File: src/cpuif_regs.svh
// Purpose: Offsets, field positions, reset values and timing for the CPU interface bank
// Assumes: Byte addresses on the processor bus, 32-bit registers
// Notes: Definitions only
`ifndef CPUIF_REGS_SVH
`define CPUIF_REGS_SVH

`define CPUIF_ADDR_W 16
`define CPUIF_OFS_IDENT 16'h0304
`define CPUIF_OFS_SCRATCH 16'h0308
`define CPUIF_OFS_SRST 16'h030C
`define CPUIF_OFS_SETUP 16'h0330

`define CPUIF_ZERO32 32'h0000_0000
`define CPUIF_ZERO24 24'h00_0000
`define CPUIF_SRST_ALL_BIT 0
`define CPUIF_SRST_HC_BIT 1
`define CPUIF_SETUP_DIR_BIT 0
`define CPUIF_SETUP_EN_BIT 1
`define CPUIF_SETUP_BURST_LO 2
`define CPUIF_SETUP_BURST_HI 3
`define CPUIF_SETUP_CNT_LO 8
`define CPUIF_SETUP_CNT_HI 31

`define CPUIF_BURST_SINGLE 2'h0
`define CPUIF_BURST_4 2'h1
`define CPUIF_BURST_8 2'h2
`define CPUIF_BURST_16 2'h3
`define CPUIF_BEATS_1 5'h01
`define CPUIF_BEATS_4 5'h04
`define CPUIF_BEATS_8 5'h08
`define CPUIF_BEATS_16 5'h10

// Soft reset pulse length
`define CPUIF_CLK_PERIOD_NS 10
`define CPUIF_SRST_PULSE_NS 80
`define CPUIF_SRST_CYCLES ((`CPUIF_SRST_PULSE_NS + `CPUIF_CLK_PERIOD_NS - 1) / `CPUIF_CLK_PERIOD_NS)

`endif

File: src/cpuif_pkg.sv
// Purpose: Shared types of the CPU interface bank
// Assumes: Nothing imported by users
// Notes: Gray codes along idle, hold, done
package cpuif_pkg;
    typedef enum logic [1:0] {
        CPUIF_SR_IDLE = 2'h0,
        CPUIF_SR_HOLD = 2'h1,
        CPUIF_SR_DONE = 2'h3
    } cpuif_srst_state_type;
endpackage

File: src/cpuif_srst_if.sv
// Purpose: Request and status lines between register bank and reset sequencer
// Assumes: Single clock domain
// Notes: Requests are one-cycle pulses
`timescale 1ns/1ps
interface cpuif_srst_if;
    logic req_all;
    logic req_hc;
    logic busy_all;
    logic busy_hc;
    logic all_active;
    modport bank (output req_all, output req_hc, input busy_all, input busy_hc, input all_active);
    modport seq (input req_all, input req_hc, output busy_all, output busy_hc, output all_active);
endinterface

File: src/cpuif_id_reset_dma_regs.sv
// Purpose: Identity, scratch, soft reset and transfer setup registers
// Assumes: Asynchronous processor strobes, synchronised here; write commits on strobe release
// Notes: Address, data and strobes must stay stable over the two synchroniser cycles
//
// Contract
// - Read-only identity: revision high, part low
// - Scratch word reads back last write, resets zero
// - Bit 1 resets controller registers only
// - Bit 0 resets controller and interface registers
// - Setup: count, burst size, enable, direction
// - Count is bytes; bursts depend bus width
// - Burst field: single, four, eight, sixteen
// - Direction 0 writes memory; enable starts
`timescale 1ns/1ps
`include "cpuif_regs.svh"
module cpuif_id_reset_dma_regs #(
    parameter logic [15:0] HW_REVISION = 16'h00A5, // Arbitrary value
    parameter logic [15:0] PART_CODE = 16'h5A5A // Arbitrary value
) (
    input wire logic ref_clk_i,
    input wire logic reset_n_i,
    input wire logic [15:0] cpu_addr_i,
    input wire logic cpu_cs_n_i,
    input wire logic cpu_rd_n_i,
    input wire logic cpu_wr_n_i,
    input wire logic [31:0] cpu_data_i,
    input wire logic bus_width_32_i,
    output logic [31:0] cpu_data_o,
    output logic cpu_data_oe_n_o,
    output logic hc_regs_reset_o,
    output logic all_regs_reset_o,
    output logic [23:0] byte_count_o,
    output logic [1:0] beat_group_size_o,
    output logic [4:0] beats_per_burst_o,
    output logic [23:0] burst_count_o,
    output logic dma_enable_o,
    output logic dma_read_o,
    output logic dma_start_o,
    output logic dma_stop_o
);
    cpuif_srst_if srst ();

    // Pin synchronisers; first stage read only by second
    logic [2:0] strobe_meta_reg;
    logic [2:0] strobe_reg;
    logic [15:0] addr_meta_reg;
    logic [15:0] addr_reg;
    logic [31:0] data_meta_reg;
    logic [31:0] data_reg;
    logic wr_act_d_reg;
    logic [15:0] wr_addr_reg;
    logic [31:0] wr_data_reg;
    logic [31:0] scratch_reg;
    logic [31:0] setup_reg;
    logic [31:0] rd_mux;

    always_ff @(posedge ref_clk_i or negedge reset_n_i) begin
        if (!reset_n_i) begin
            strobe_meta_reg <= 3'h7;
            strobe_reg <= 3'h7;
            addr_meta_reg <= 16'h0000;
            addr_reg <= 16'h0000;
            data_meta_reg <= `CPUIF_ZERO32;
            data_reg <= `CPUIF_ZERO32;
        end else begin
            strobe_meta_reg <= {cpu_cs_n_i, cpu_rd_n_i, cpu_wr_n_i};
            strobe_reg <= strobe_meta_reg;
            addr_meta_reg <= cpu_addr_i;
            addr_reg <= addr_meta_reg;
            data_meta_reg <= cpu_data_i;
            data_reg <= data_meta_reg;
        end
    end

    wire logic rd_act = ~strobe_reg[2] & ~strobe_reg[1];
    wire logic wr_act = ~strobe_reg[2] & ~strobe_reg[0];
    wire logic commit = wr_act_d_reg & ~wr_act;
    wire logic sel_scratch = (wr_addr_reg == `CPUIF_OFS_SCRATCH);
    wire logic sel_srst = (wr_addr_reg == `CPUIF_OFS_SRST);
    wire logic sel_setup = (wr_addr_reg == `CPUIF_OFS_SETUP);
    wire logic all_clear = srst.all_active;
    wire logic idle = ~srst.busy_all & ~srst.busy_hc;

    // Requests only while idle, so a running sequence is not restarted
    assign srst.req_all = commit & sel_srst & idle & wr_data_reg[`CPUIF_SRST_ALL_BIT];
    assign srst.req_hc = commit & sel_srst & idle & wr_data_reg[`CPUIF_SRST_HC_BIT];

    cpuif_srst_seq u_srst_seq (
        .ref_clk_i(ref_clk_i),
        .reset_n_i(reset_n_i),
        .srst(srst),
        .hc_rst_o(hc_regs_reset_o),
        .all_rst_o(all_regs_reset_o)
    );

    function automatic logic [4:0] beats_of(input logic [1:0] code);
        logic [4:0] beats;
        beats = `CPUIF_BEATS_1;
        unique case (code)
            `CPUIF_BURST_SINGLE: beats = `CPUIF_BEATS_1;
            `CPUIF_BURST_4: beats = `CPUIF_BEATS_4;
            `CPUIF_BURST_8: beats = `CPUIF_BEATS_8;
            `CPUIF_BURST_16: beats = `CPUIF_BEATS_16;
        endcase
        return beats;
    endfunction

    // Bursts needed for a byte count, rounded up; a partial burst still runs
    function automatic logic [23:0] bursts_of(input logic [23:0] bytes, input logic wide,
                                              input logic [1:0] code);
        logic [2:0] shift;
        logic [24:0] mask;
        logic [24:0] sum;
        shift = 3'(wide ? 1 : 0) + 3'h1;
        unique case (code)
            `CPUIF_BURST_SINGLE: shift = shift + 3'h0;
            `CPUIF_BURST_4: shift = shift + 3'h2;
            `CPUIF_BURST_8: shift = shift + 3'h3;
            `CPUIF_BURST_16: shift = shift + 3'h4;
        endcase
        mask = (25'h000_0001 << shift) - 25'h000_0001;
        sum = {1'b0, bytes} + mask;
        return 24'(sum >> shift);
    endfunction

    wire logic [1:0] burst_field = setup_reg[`CPUIF_SETUP_BURST_HI:`CPUIF_SETUP_BURST_LO];
    wire logic [23:0] count_field = setup_reg[`CPUIF_SETUP_CNT_HI:`CPUIF_SETUP_CNT_LO];
    // Identity ignores writes; soft reset reserved bits read zero
    assign rd_mux = (addr_reg == `CPUIF_OFS_IDENT) ? {HW_REVISION, PART_CODE} :
                    (addr_reg == `CPUIF_OFS_SCRATCH) ? scratch_reg :
                    (addr_reg == `CPUIF_OFS_SRST) ? {30'h0, srst.busy_hc,
                                                     srst.busy_all} :
                    (addr_reg == `CPUIF_OFS_SETUP) ? setup_reg : `CPUIF_ZERO32;

    always_ff @(posedge ref_clk_i or negedge reset_n_i) begin
        if (!reset_n_i) begin
            wr_act_d_reg <= 1'b0;
            wr_addr_reg <= 16'h0000;
            wr_data_reg <= `CPUIF_ZERO32;
        end else begin
            wr_act_d_reg <= wr_act;
            if (wr_act) begin
                wr_addr_reg <= addr_reg;
                wr_data_reg <= data_reg;
            end
        end
    end

    // Software keeps reserved bits zero; stored as written
    always_ff @(posedge ref_clk_i or negedge reset_n_i) begin
        if (!reset_n_i) begin
            scratch_reg <= `CPUIF_ZERO32;
            setup_reg <= `CPUIF_ZERO32;
        end else if (all_clear) begin
            scratch_reg <= `CPUIF_ZERO32;
            setup_reg <= `CPUIF_ZERO32;
        end else if (commit) begin
            if (sel_scratch) begin
                scratch_reg <= wr_data_reg;
            end
            if (sel_setup) begin
                setup_reg <= wr_data_reg;
            end
        end
    end

    always_ff @(posedge ref_clk_i or negedge reset_n_i) begin
        if (!reset_n_i) begin
            cpu_data_o <= `CPUIF_ZERO32;
            cpu_data_oe_n_o <= 1'b1;
            byte_count_o <= `CPUIF_ZERO24;
            beat_group_size_o <= `CPUIF_BURST_SINGLE;
            beats_per_burst_o <= `CPUIF_BEATS_1;
            burst_count_o <= `CPUIF_ZERO24;
            dma_enable_o <= 1'b0;
            dma_read_o <= 1'b0;
            dma_start_o <= 1'b0;
            dma_stop_o <= 1'b0;
        end else begin
            cpu_data_o <= rd_mux;
            cpu_data_oe_n_o <= ~rd_act;
            byte_count_o <= count_field;
            beat_group_size_o <= burst_field;
            beats_per_burst_o <= beats_of(burst_field);
            burst_count_o <= bursts_of(count_field, bus_width_32_i, burst_field);
            dma_enable_o <= setup_reg[`CPUIF_SETUP_EN_BIT];
            dma_read_o <= setup_reg[`CPUIF_SETUP_DIR_BIT];
            dma_start_o <= setup_reg[`CPUIF_SETUP_EN_BIT] & ~dma_enable_o;
            dma_stop_o <= ~setup_reg[`CPUIF_SETUP_EN_BIT] & dma_enable_o;
        end
    end

    a_ident_read_value: assert property (@(posedge ref_clk_i) disable iff (!reset_n_i)
        (rd_act && addr_reg == `CPUIF_OFS_IDENT) |=> (cpu_data_o == {HW_REVISION, PART_CODE}))
        else $error("identity read wrong");
    a_scratch_write_hold: assert property (@(posedge ref_clk_i) disable iff (!reset_n_i)
        (commit && sel_scratch && !all_clear) |=> (scratch_reg == $past(wr_data_reg)))
        else $error("scratch not stored");
    a_all_reset_clears: assert property (@(posedge ref_clk_i) disable iff (!reset_n_i)
        srst.req_all |=> ##1 (all_regs_reset_o && hc_regs_reset_o) ##1 (scratch_reg == 32'h0))
        else $error("full reset failed");
    a_hc_pulse_length: assert property (@(posedge ref_clk_i) disable iff (!reset_n_i)
        $rose(hc_regs_reset_o) |-> hc_regs_reset_o[*8] ##1 !hc_regs_reset_o)
        else $error("controller reset pulse length");
    a_hc_spares_bank: assert property (@(posedge ref_clk_i) disable iff (!reset_n_i)
        (srst.req_hc && !srst.req_all) |-> ##1 !all_regs_reset_o [*8])
        else $error("controller reset touched bank");
    a_srst_bits_selfclear: assert property (@(posedge ref_clk_i) disable iff (!reset_n_i)
        (srst.req_all || srst.req_hc) |-> ##[9:12] (!srst.busy_all && !srst.busy_hc))
        else $error("reset bits did not clear");
    a_burst_decode_map: assert property (@(posedge ref_clk_i) disable iff (!reset_n_i)
        (burst_field == `CPUIF_BURST_8) |=> (beats_per_burst_o == 5'h08))
        else $error("burst decode wrong");
    a_enable_start_pulse: assert property (@(posedge ref_clk_i) disable iff (!reset_n_i)
        $rose(setup_reg[`CPUIF_SETUP_EN_BIT]) |=> (dma_start_o ##1 !dma_start_o))
        else $error("start pulse missing");
    a_setup_count_load: assert property (@(posedge ref_clk_i) disable iff (!reset_n_i)
        (commit && sel_setup && !all_clear) |=> ##1 (byte_count_o == $past(wr_data_reg[31:8], 2)))
        else $error("count not loaded");
endmodule

File: src/cpuif_srst_seq.sv
// Purpose: Soft reset sequencer, holds reset pulses then self-clears
// Assumes: Requests ignored while a sequence runs
// Notes: Full reset wins over controller reset when both asked
`timescale 1ns/1ps
`include "cpuif_regs.svh"
module cpuif_srst_seq #(
    parameter int PULSE_CYCLES = `CPUIF_SRST_CYCLES
) (
    input wire logic ref_clk_i,
    input wire logic reset_n_i,
    cpuif_srst_if.seq srst,
    output logic hc_rst_o,
    output logic all_rst_o
);
    cpuif_pkg::cpuif_srst_state_type state_reg, state_next;
    logic [7:0] count_reg;
    logic [7:0] count_next;
    logic kind_all_reg;
    logic kind_hc_reg;
    wire logic start = srst.req_all | srst.req_hc;
    wire logic last = (count_reg == 8'h00);

    always_comb begin
        state_next = state_reg;
        count_next = count_reg;
        unique case (state_reg)
            cpuif_pkg::CPUIF_SR_IDLE: begin
                if (start) begin
                    state_next = cpuif_pkg::CPUIF_SR_HOLD;
                    count_next = 8'(PULSE_CYCLES - 1);
                end
            end
            cpuif_pkg::CPUIF_SR_HOLD: begin
                if (last) begin
                    state_next = cpuif_pkg::CPUIF_SR_DONE;
                end else begin
                    count_next = count_reg - 8'h01;
                end
            end
            cpuif_pkg::CPUIF_SR_DONE: begin
                state_next = cpuif_pkg::CPUIF_SR_IDLE;
            end
            default: begin
                state_next = cpuif_pkg::CPUIF_SR_IDLE;
            end
        endcase
    end

    always_ff @(posedge ref_clk_i or negedge reset_n_i) begin
        if (!reset_n_i) begin
            state_reg <= cpuif_pkg::CPUIF_SR_IDLE;
            count_reg <= 8'h00;
            kind_all_reg <= 1'b0;
            kind_hc_reg <= 1'b0;
        end else begin
            state_reg <= state_next;
            count_reg <= count_next;
            if (state_reg == cpuif_pkg::CPUIF_SR_IDLE && start) begin
                kind_all_reg <= srst.req_all;
                kind_hc_reg <= srst.req_hc & ~srst.req_all;
            end else if (state_reg == cpuif_pkg::CPUIF_SR_DONE) begin
                kind_all_reg <= 1'b0;
                kind_hc_reg <= 1'b0;
            end
        end
    end

    // Full reset also resets the controller registers
    wire logic hold = (state_next == cpuif_pkg::CPUIF_SR_HOLD);
    wire logic all_next = hold & (state_reg == cpuif_pkg::CPUIF_SR_IDLE ? srst.req_all
                                                                        : kind_all_reg);
    wire logic hc_next = hold;

    always_ff @(posedge ref_clk_i or negedge reset_n_i) begin
        if (!reset_n_i) begin
            hc_rst_o <= 1'b0;
            all_rst_o <= 1'b0;
        end else begin
            hc_rst_o <= hc_next;
            all_rst_o <= all_next;
        end
    end

    assign srst.busy_all = kind_all_reg;
    assign srst.busy_hc = kind_hc_reg;
    assign srst.all_active = all_rst_o;
endmodule

File: config.mk
export PLATFORM = sky130hd
export DESIGN_NAME = cpuif_id_reset_dma_regs
export DESIGN_NICKNAME = d
export VERILOG_FILES = /design/src/cpuif_pkg.sv /design/src/cpuif_srst_if.sv /design/src/cpuif_id_reset_dma_regs.sv /design/src/cpuif_srst_seq.sv
export VERILOG_INCLUDE_DIRS = /design/src
export SDC_FILE = /design/constraint.sdc
export NUM_CORES = 1
export LEC_CHECK = 0
export BUFFER_PORTS_ARGS = -buffer_cell sky130_fd_sc_hd__clkbuf_2
export CAP_MARGIN = 5
export CORE_ASPECT_RATIO = 0.75
export CORE_MARGIN = 1
export CORE_UTILIZATION = 40
export CTS_CLUSTER_SIZE = 14
export DETAILED_ROUTE_END_ITERATION = 8
export PLACE_DENSITY_LB_ADDON = 0.1
export SLEW_MARGIN = 30
export SYNTH_ARGS = -nofsm -noshare
export SYNTH_HDL_FRONTEND = slang
export SYNTH_SLANG_ARGS = --single-unit
export TNS_END_PERCENT = 20
File: constraint.sdc
create_clock -name ref_clk_i -period 3.91 [get_ports ref_clk_i]
set_clock_uncertainty 0.1 [all_clocks]
set_input_delay 0.782 -clock ref_clk_i [delete_from_list [all_inputs] [get_ports ref_clk_i]]
set_output_delay 0.782 -clock ref_clk_i [all_outputs]
set_load 0.1 [all_outputs]
==> results of run 1 <==
## per-stage QoR
step	hold slack (ps)	setup WS, ps	setup TNS (ps)	std cells
final	188	145	0	1724
after global routing	221	-28.9	-107	1724
after CTS	209	11.6	0	1720
after detailed placement	235	-339	-4000	1660
after global placement	232	-276	-2820	1660
after floorplan	231	-117	-228	1090
## cells in the final DEF, fill, tap and decap left out, drive strengths merged, types with 11 or more instances in the layout
master,n
inv,43
ha,32
a22o,20
o21ai,34
nand2,194
dfrtp,312
nor2,38
xnor2,18
mux2,55
xor2,12
a21o,15
a221o,13
nor3,11
a21oi,103
clkbuf,193
mux2i,16
buf,76
## how the worst min path moves through the flow
stage	start	to	slack (ps)	depth (start not counted)
6_report	reset_n_i	data_meta_reg[10]	190	1
5_1_grt	reset_n_i	data_meta_reg[10]	220	1
3_5_place_dp	addr_meta_reg[0]	addr_reg[0]	230	0
2_1_floorplan	addr_meta_reg[0]	addr_reg[0]	230	0
3_3_place_gp	data_meta_reg[26]	data_reg[26]	230	0
4_1_cts	reset_n_i	data_meta_reg[10]	210	1
## logic make-up after synthesis
logic type                 synth area share (%)
DFF                                        62.5
buffers and inverters                      2.93
other                                    0.0586
and+or+nand+nor                            9.99
AOI/OAI and AO/OA                          13.0
xor gates and xnor gates                   2.17
adders and majority gates                  3.28
muxes                                      6.08
## what timing repair did
| action | CTS | global route |
|---|---|---|
| gates resized for setup | 0 | 21 |
| endpoints found under the setup margin | 0 | 21 |
| setup buffers | 0 | 4 |
## power groups by stage
stage	registers (W)	logic [W]	clock network, W
after floorplan	0.00385	0.000303	0
after global placement	0.00363	0.000790	0
after detailed placement	0.00363	0.000797	0
after CTS	0.00357	0.000799	0.00336
after global routing	0.00359	0.000874	0.00350
final	0.00357	0.000808	0.00325
## critical path, delay by kind of cell (launching register included)
| family | cells | cell delay, ps |
|---|---|---|
| AOI/OAI and AO/OA | 6 | 1040 |
| and+or+nand+nor | 3 | 660 |
| adders and majority gates | 2 | 540 |
| buffers and inverters | 4 | 530 |
| DFF | 1 | 460 |
| xor gates and xnor gates | 2 | 350 |
## layer usage
| layer | track usage (%) | vias up |
|---|---|---|
| li1 | - | 4171 |
| met1 | 29.5 | 4358 |
| met2 | 28.1 | 213 |
| met3 | 3.49 | 36 |
| met4 | 5.43 | 0 |
| met5 | 0 | - |
## area by class of cell
class / count / area [µm²] / share of cell area, %
Clock buffer: 48 / 943 / 5.96
Clock inverter: 12 / 180 / 1.14
Inverter: 44 / 178 / 1.12
Multi-Input combinational cell: 673 / 4640 / 29.3
Sequential cell: 320 / 8020 / 50.7
Tap cell: 406 / 508 / 3.21
Timing Repair Buffer: 221 / 1360 / 8.58
==> results.tsv, run 1 <==
stage	metric	value	unit
logic_synthesis	synth.yosys.seq_area_share	62.5	%
sta	slew_viol_final	0	
logic_synthesis	synth_commonest_cells	dfrtp_1 (312), nand2_1 (194), a21oi_1 (100), mux2_2 (55), clkbuf_1 (42)	
die	num_rows	56	
worst_setup_path	path_cells	buf_12, xnor2_4, o21a_1, nand2_1, ha_1, inv_1, ha_4, and3_4, a221oi_4, or3_4, a211oi_4, o41ai_4, xor2_2, buf_4, buf_4, o21ai_0, o2bb2ai_1	
final_layout	drive_above_1_share	29.7	%
logic_synthesis	syn_nets	1177	
logic_synthesis	synth_top_area_cell	dfrtp_1	
logic_synthesis	async_flop_share	100	%
logic_synthesis	yosysMostFrequentCell	dfrtp_1	
sta	setup_viol	0	
route	drc_errors	0	
sta	max_slew_margin	43.2	%
power	peakVddDrop	273	µV
final_layout	antenna_cells	0	
sta	achievable-frequency	266	MHz
worst_setup_path	crit_start	setup_reg[2]	
power	p_leak	7.43	nW
worst_setup_path	required	4250	ps
clock_tree	clockRootBuffer	clkbuf_16	
worst_setup_path	cpMostUsedCell	buf_4	
run_status	status	complete, no violations	
power	pwr-share-seq	46.8	%
power	p_comb_share	10.6	%
worst_setup_path	cp-end-kind	flop	
route	wl_met3	1500	µm
final_layout	fin_util	50.4	%
global_route	grt_pass1_wl	49600	µm
worst_setup_path	r2r_cells	17	
clock_tree	cts_tree	done	
logic_synthesis	syn_avg_cell_area	11.8	µm²
logic_synthesis	ys_seq_elements	320	
route	ant_nets	0	
worst_setup_path	r2r-end	burst_count_o[17]	
min_path	hp-class	in2async	
worst_setup_path	rrSetupSlack	140	ps
route	drt_iter0_drc	485	
route	wl_met1	15700	µm
sta	final.min_clock_period	3770	ps
clock_tree	insertion_delay	520	ps
worst_setup_path	crit_end	burst_count_o[17]	
worst_setup_path	r2r-start	setup_reg[2]	
place	io_buffers	146	
logic_synthesis	ys_warn_count	0	
sta	post-route-period-util	96.3	%
route	viasPerCell	5.09	
logic_synthesis	syn-instance-count	1090	
logic_synthesis	synthFlopType	dfrtp_1	
final_layout	area_delta_synth_final	23.5	%
die	die_h	157	µm
logic_synthesis	synth_area	12800	µm²
worst_setup_path	critPathMaxFanout	13	
power	powerDensity	482	nW/µm²
sta	rsz0062_at_grt	true	
final_layout	postLayoutCellArea	15800	µm²
job	cap_violations	0	
worst_setup_path	max_stage_delay	460	ps
route	top_layer	met4	
global_route	grt_max_degree	93	
die	pin_count	148	
sta	hold_violations	0	
power	sw_frac_of_total	25.2	%
place	hpwl	20700	µm
logic_synthesis	synth_edf_count	0	
route	vias	8778	
clock_tree	postCtsHoldBufs	0	
global_route	antenna_found_initial	0	
power	power.total	0.00763	W
power	switching_power	0.00192	W
power	internal_power	0.00570	W
global_route	grt_pass1_vias	8714	
route	wl_per_cell	17.8	µm
place	place_congestion	0.844	
logic_synthesis	synth_area_leaders	dfrtp_1 (61%), nand2_1 (5.7%), mux2_2 (4.8%)	
worst_setup_path	arrival	4100	ps
clock_tree	cts_buffers	34	
clock_tree	clk_pin_slew	60	ps
logic_synthesis	synth_cell_type_count	77	
sta	tightestPinTransition	851	ps
route	dr.pass1.iters	5	
power	clkPwrFrac	42.6	%
die	die_area	32800	µm²
die	dieWidth	209	µm
route	routed_wl	30700	µm
logic_synthesis	synth_top_cell_area_share	60.9	%
global_route	grtUsageTotal	19.4	%
worst_setup_path	startpoint_type	flop	
route	met2_length	13100	µm
final_layout	fill_cells	2875	
global_route	gr-total-overflow	0	
worst_setup_path	cpMaxStageDelayCell	dfrtp_2	
die	core_area	31400	µm²
die	start_util	40.8	%
clock_tree	clock_path_buffers	3	
worst_setup_path	path_class	reg2reg	
place	place_area	14600	µm²
clock_tree	cts_sinks	320	
clock_tree	htree_levels	2	
final_layout	layout.nets	1381	
Note: power is estimated with default switching activity, not from simulation.
==> run 2: changes to the inputs <==
- ABC_AREA: default -> 1
==> run 2 against run 1 <==
Non-clock buffer count shrank 58. Critical path type unchanged. Final cell count grew 16%. Routed wire length grew 2.9%. Synthesized cell count grew 27%. Maximum frequency grew 14%. First-iteration DRC count grew 38%. Highest routed layer unchanged.
==> results.tsv, run 2 <==
stage	metric	value	unit
run_status	status	complete, no violations	
clock_tree	post_cts_resized	0	
final_layout	layout_commonest_cell	nand2_1	
route	drt_iter0_drc	669	
clock_tree	htree_levels	2	
logic_synthesis	syn-instance-count	1379	
sta	hold_violations	0	
power	powerDensity	481	nW/µm²
logic_synthesis	ys_warn_count	0	
clock_tree	cts_sinks	320	
worst_setup_path	path_class	reg2reg	
worst_setup_path	critPathTopFamily	adder cells	
worst_setup_path	max_stage_delay	480	ps
sta	post-route-period-util	84.4	%
final_layout	layout.nets	1624	
clock_tree	insertion_delay	530	ps
clock_tree	cts_buffers	34	
route	wl_per_cell	15.8	µm
clock_tree	post_cts_buffers	0	
worst_setup_path	required	4200	ps
sta	setup_viol	0	
final_layout	area_delta_synth_final	18.0	%
logic_synthesis	synth_top_area_cell	dfrtp_1	
worst_setup_path	cpMaxStageDelayCell	fa_1	
clock_tree	postCtsHoldBufs	0	
global_route	antenna_found_initial	0	
die	dieWidth	211	µm
route	drc_errors	0	
logic_synthesis	synth.yosys.seq_area_share	61.1	%
worst_setup_path	path_cells	nor2_4, nand2_1, ha_1, inv_1, ha_1, fa_1, nand3_1, nand3_1, nand2_1, nand2_1, xor2_1, nand2_1, o21ai_1, o21ai_0, o21ai_1	
final_layout	layout_common_cells	nand2_1 (387), dfrtp_1 (312), inv_1 (156)	
sta	max_slew_margin	39.5	%
logic_synthesis	synth_area_leaders	dfrtp_1 (59%), nand2_1 (11%), nand3_1 (5.0%)	
global_route	grt_max_degree	110	
route	routed_wl	31600	µm
final_layout	antenna_cells	0	
route	vias	9480	
logic_synthesis	async_flop_share	100	%
place	placedCellCount	1943	
logic_synthesis	synth_top_cell_area_share	59.5	%
clock_tree	clock_path_buffers	3	
die	die_area	33500	µm²
logic_synthesis	synth_edf_count	0	
global_route	grt_pass1_vias	9327	
logic_synthesis	syn_avg_cell_area	9.52	µm²
route	viasPerCell	4.74	
sta	setup_tns	0	ps
sta	whs	205	ps
sta	final.min_clock_period	3300	ps
job	cap_violations	0	
logic_synthesis	ys_seq_elements	320	
die	num_rows	57	
logic_synthesis	yosysMostFrequentCell	nand2_1	
logic_synthesis	synth_commonest_cells	nand2_1 (387), dfrtp_1 (312), inv_1 (156), nand3_1 (130), o21ai_0 (97)	
die	die_h	159	µm
clock_tree	clk_pin_slew	60	ps
min_path	hp-class	in2async	
worst_setup_path	cpMostUsedCell	nand2_1	
logic_synthesis	synth_cell_type_count	46	
logic_synthesis	synth_area	13100	µm²
worst_setup_path	critPathMaxFanout	6	
power	power.total	0.00745	W
logic_synthesis	syn_nets	1466	
worst_setup_path	startpoint_type	flop	
route	dr.pass1.iters	5	
worst_setup_path	arrival	3600	ps
final_layout	drive_above_1_share	16.9	%
place	io_buffers	146	
power	peakVddDrop	393	µV
place	place_congestion	0.925	
place	hpwl	22700	µm
worst_setup_path	cp_num_buf_inv	1	
sta	achievable-frequency	303	MHz
sta	tightestPinTransition	906	ps
die	pin_count	148	
global_route	gr-total-overflow	0	
clock_tree	clockRootBuffer	clkbuf_16	
sta	slew_viol_final	0	
logic_synthesis	synthFlopType	dfrtp_1	
worst_setup_path	cp-end-kind	flop	
die	start_util	40.6	%
final_layout	fin_cells	2002	
sta	rsz0062_at_grt	false	
power	p_leak	8.03	nW
clock_tree	cts_tree	done	
global_route	grt_pass1_wl	51300	µm
die	core_area	32300	µm²
global_route	grtUsageTotal	19.6	%
route	ant_nets	0	
-- run 2: cell types whose count changed in the layout (fill, tap and decap cells not counted), sizes merged, moves of 13 or more --
cell | previous run | this run
a221o | 13 | 0
mux2 | 55 | 25
inv | 43 | 160
a22o | 20 | 2
nand3 | 6 | 131
nand2 | 194 | 389
buf | 76 | 18
mux2i | 16 | 1
nor2 | 38 | 77
o21ai | 34 | 114
xnor2 | 18 | 3
a21o | 15 | 0
a21oi | 103 | 27
-- run 2: final cells by class --
cell class	count	area, µm²
inverter	161	604
multi-input combinational	857	4310
clock buffer	52	1010
tap	442	553
fill	3086	16800
clock inverter	7	97.6
sequential	320	8020
timing repair buffer	163	893
-- run 2: kinds of logic (layout without fill, tap and decap cells) --
family	after synthesis	in the layout	share of synthesized area, %
compound gates	153	153	6.23
xor+xnor	12	12	0.801
fa+ha+maj	33	33	3.20
buf+inv	202	383	6.14
flops	320	320	61.1
mux	26	26	2.22
other cells	2	2	0.0572
simple gates	631	631	20.3
-- run 2: per-layer routing --
| metal | track usage [%] | up-vias | wire, µm |
|---|---|---|---|
| met1 | 31.0 | 4546 | 16400 |
| li1 | - | 4706 | - |
| met4 | 4.91 | 0 | 534 |
| met2 | 27.8 | 191 | 13300 |
| met3 | 3.26 | 37 | 1420 |
| met5 | 0 | - | 0 |
-- run 2: metrics by stage --
stage	setup WS (ps)	util [%]	cell area, µm²
2_1_floorplan	650	-	13100
3_3_place_gp	253	44.5	14400
3_5_place_dp	312	44.5	14400
4_1_cts	570	47.9	15500
5_1_grt	294	47.9	15500
6_report	609	47.9	15500
-- run 2: power breakdown --
group          switching, W  total (W)  internal [W]
clock               0.00132    0.00318       0.00186
combinational      0.000554   0.000734      0.000180
sequential        0.0000591    0.00353       0.00347
-- run 2: final timing paths --
kind / start / end / slack [ps] / cells after the start
worst max-delay path: setup_reg[3] / burst_count_o[2] / 610 / 15
worst min register to register: data_meta_reg[1] / data_reg[1] / 230 / 0
max in group asynchronous: reset_n_i / data_reg[14] / 2510 / 2
min in group ref_clk_i: data_meta_reg[1] / data_reg[1] / 230 / 0
worst min-delay path: reset_n_i / addr_reg[11] / 200 / 1
worst max register to register: setup_reg[3] / burst_count_o[2] / 610 / 15
-- run 2: worst reg2reg max path, delay by kind of cell, from the launching register on --
kind                     cells  cell delay [ps]
adder cells (fa/ha/maj)      3             1040
AND/OR/NAND/NOR              7              920
flip-flops                   1              470
AO/OA/AOI/OAI                3              420
XOR/XNOR                     1              180
buffers and inverters        1               40
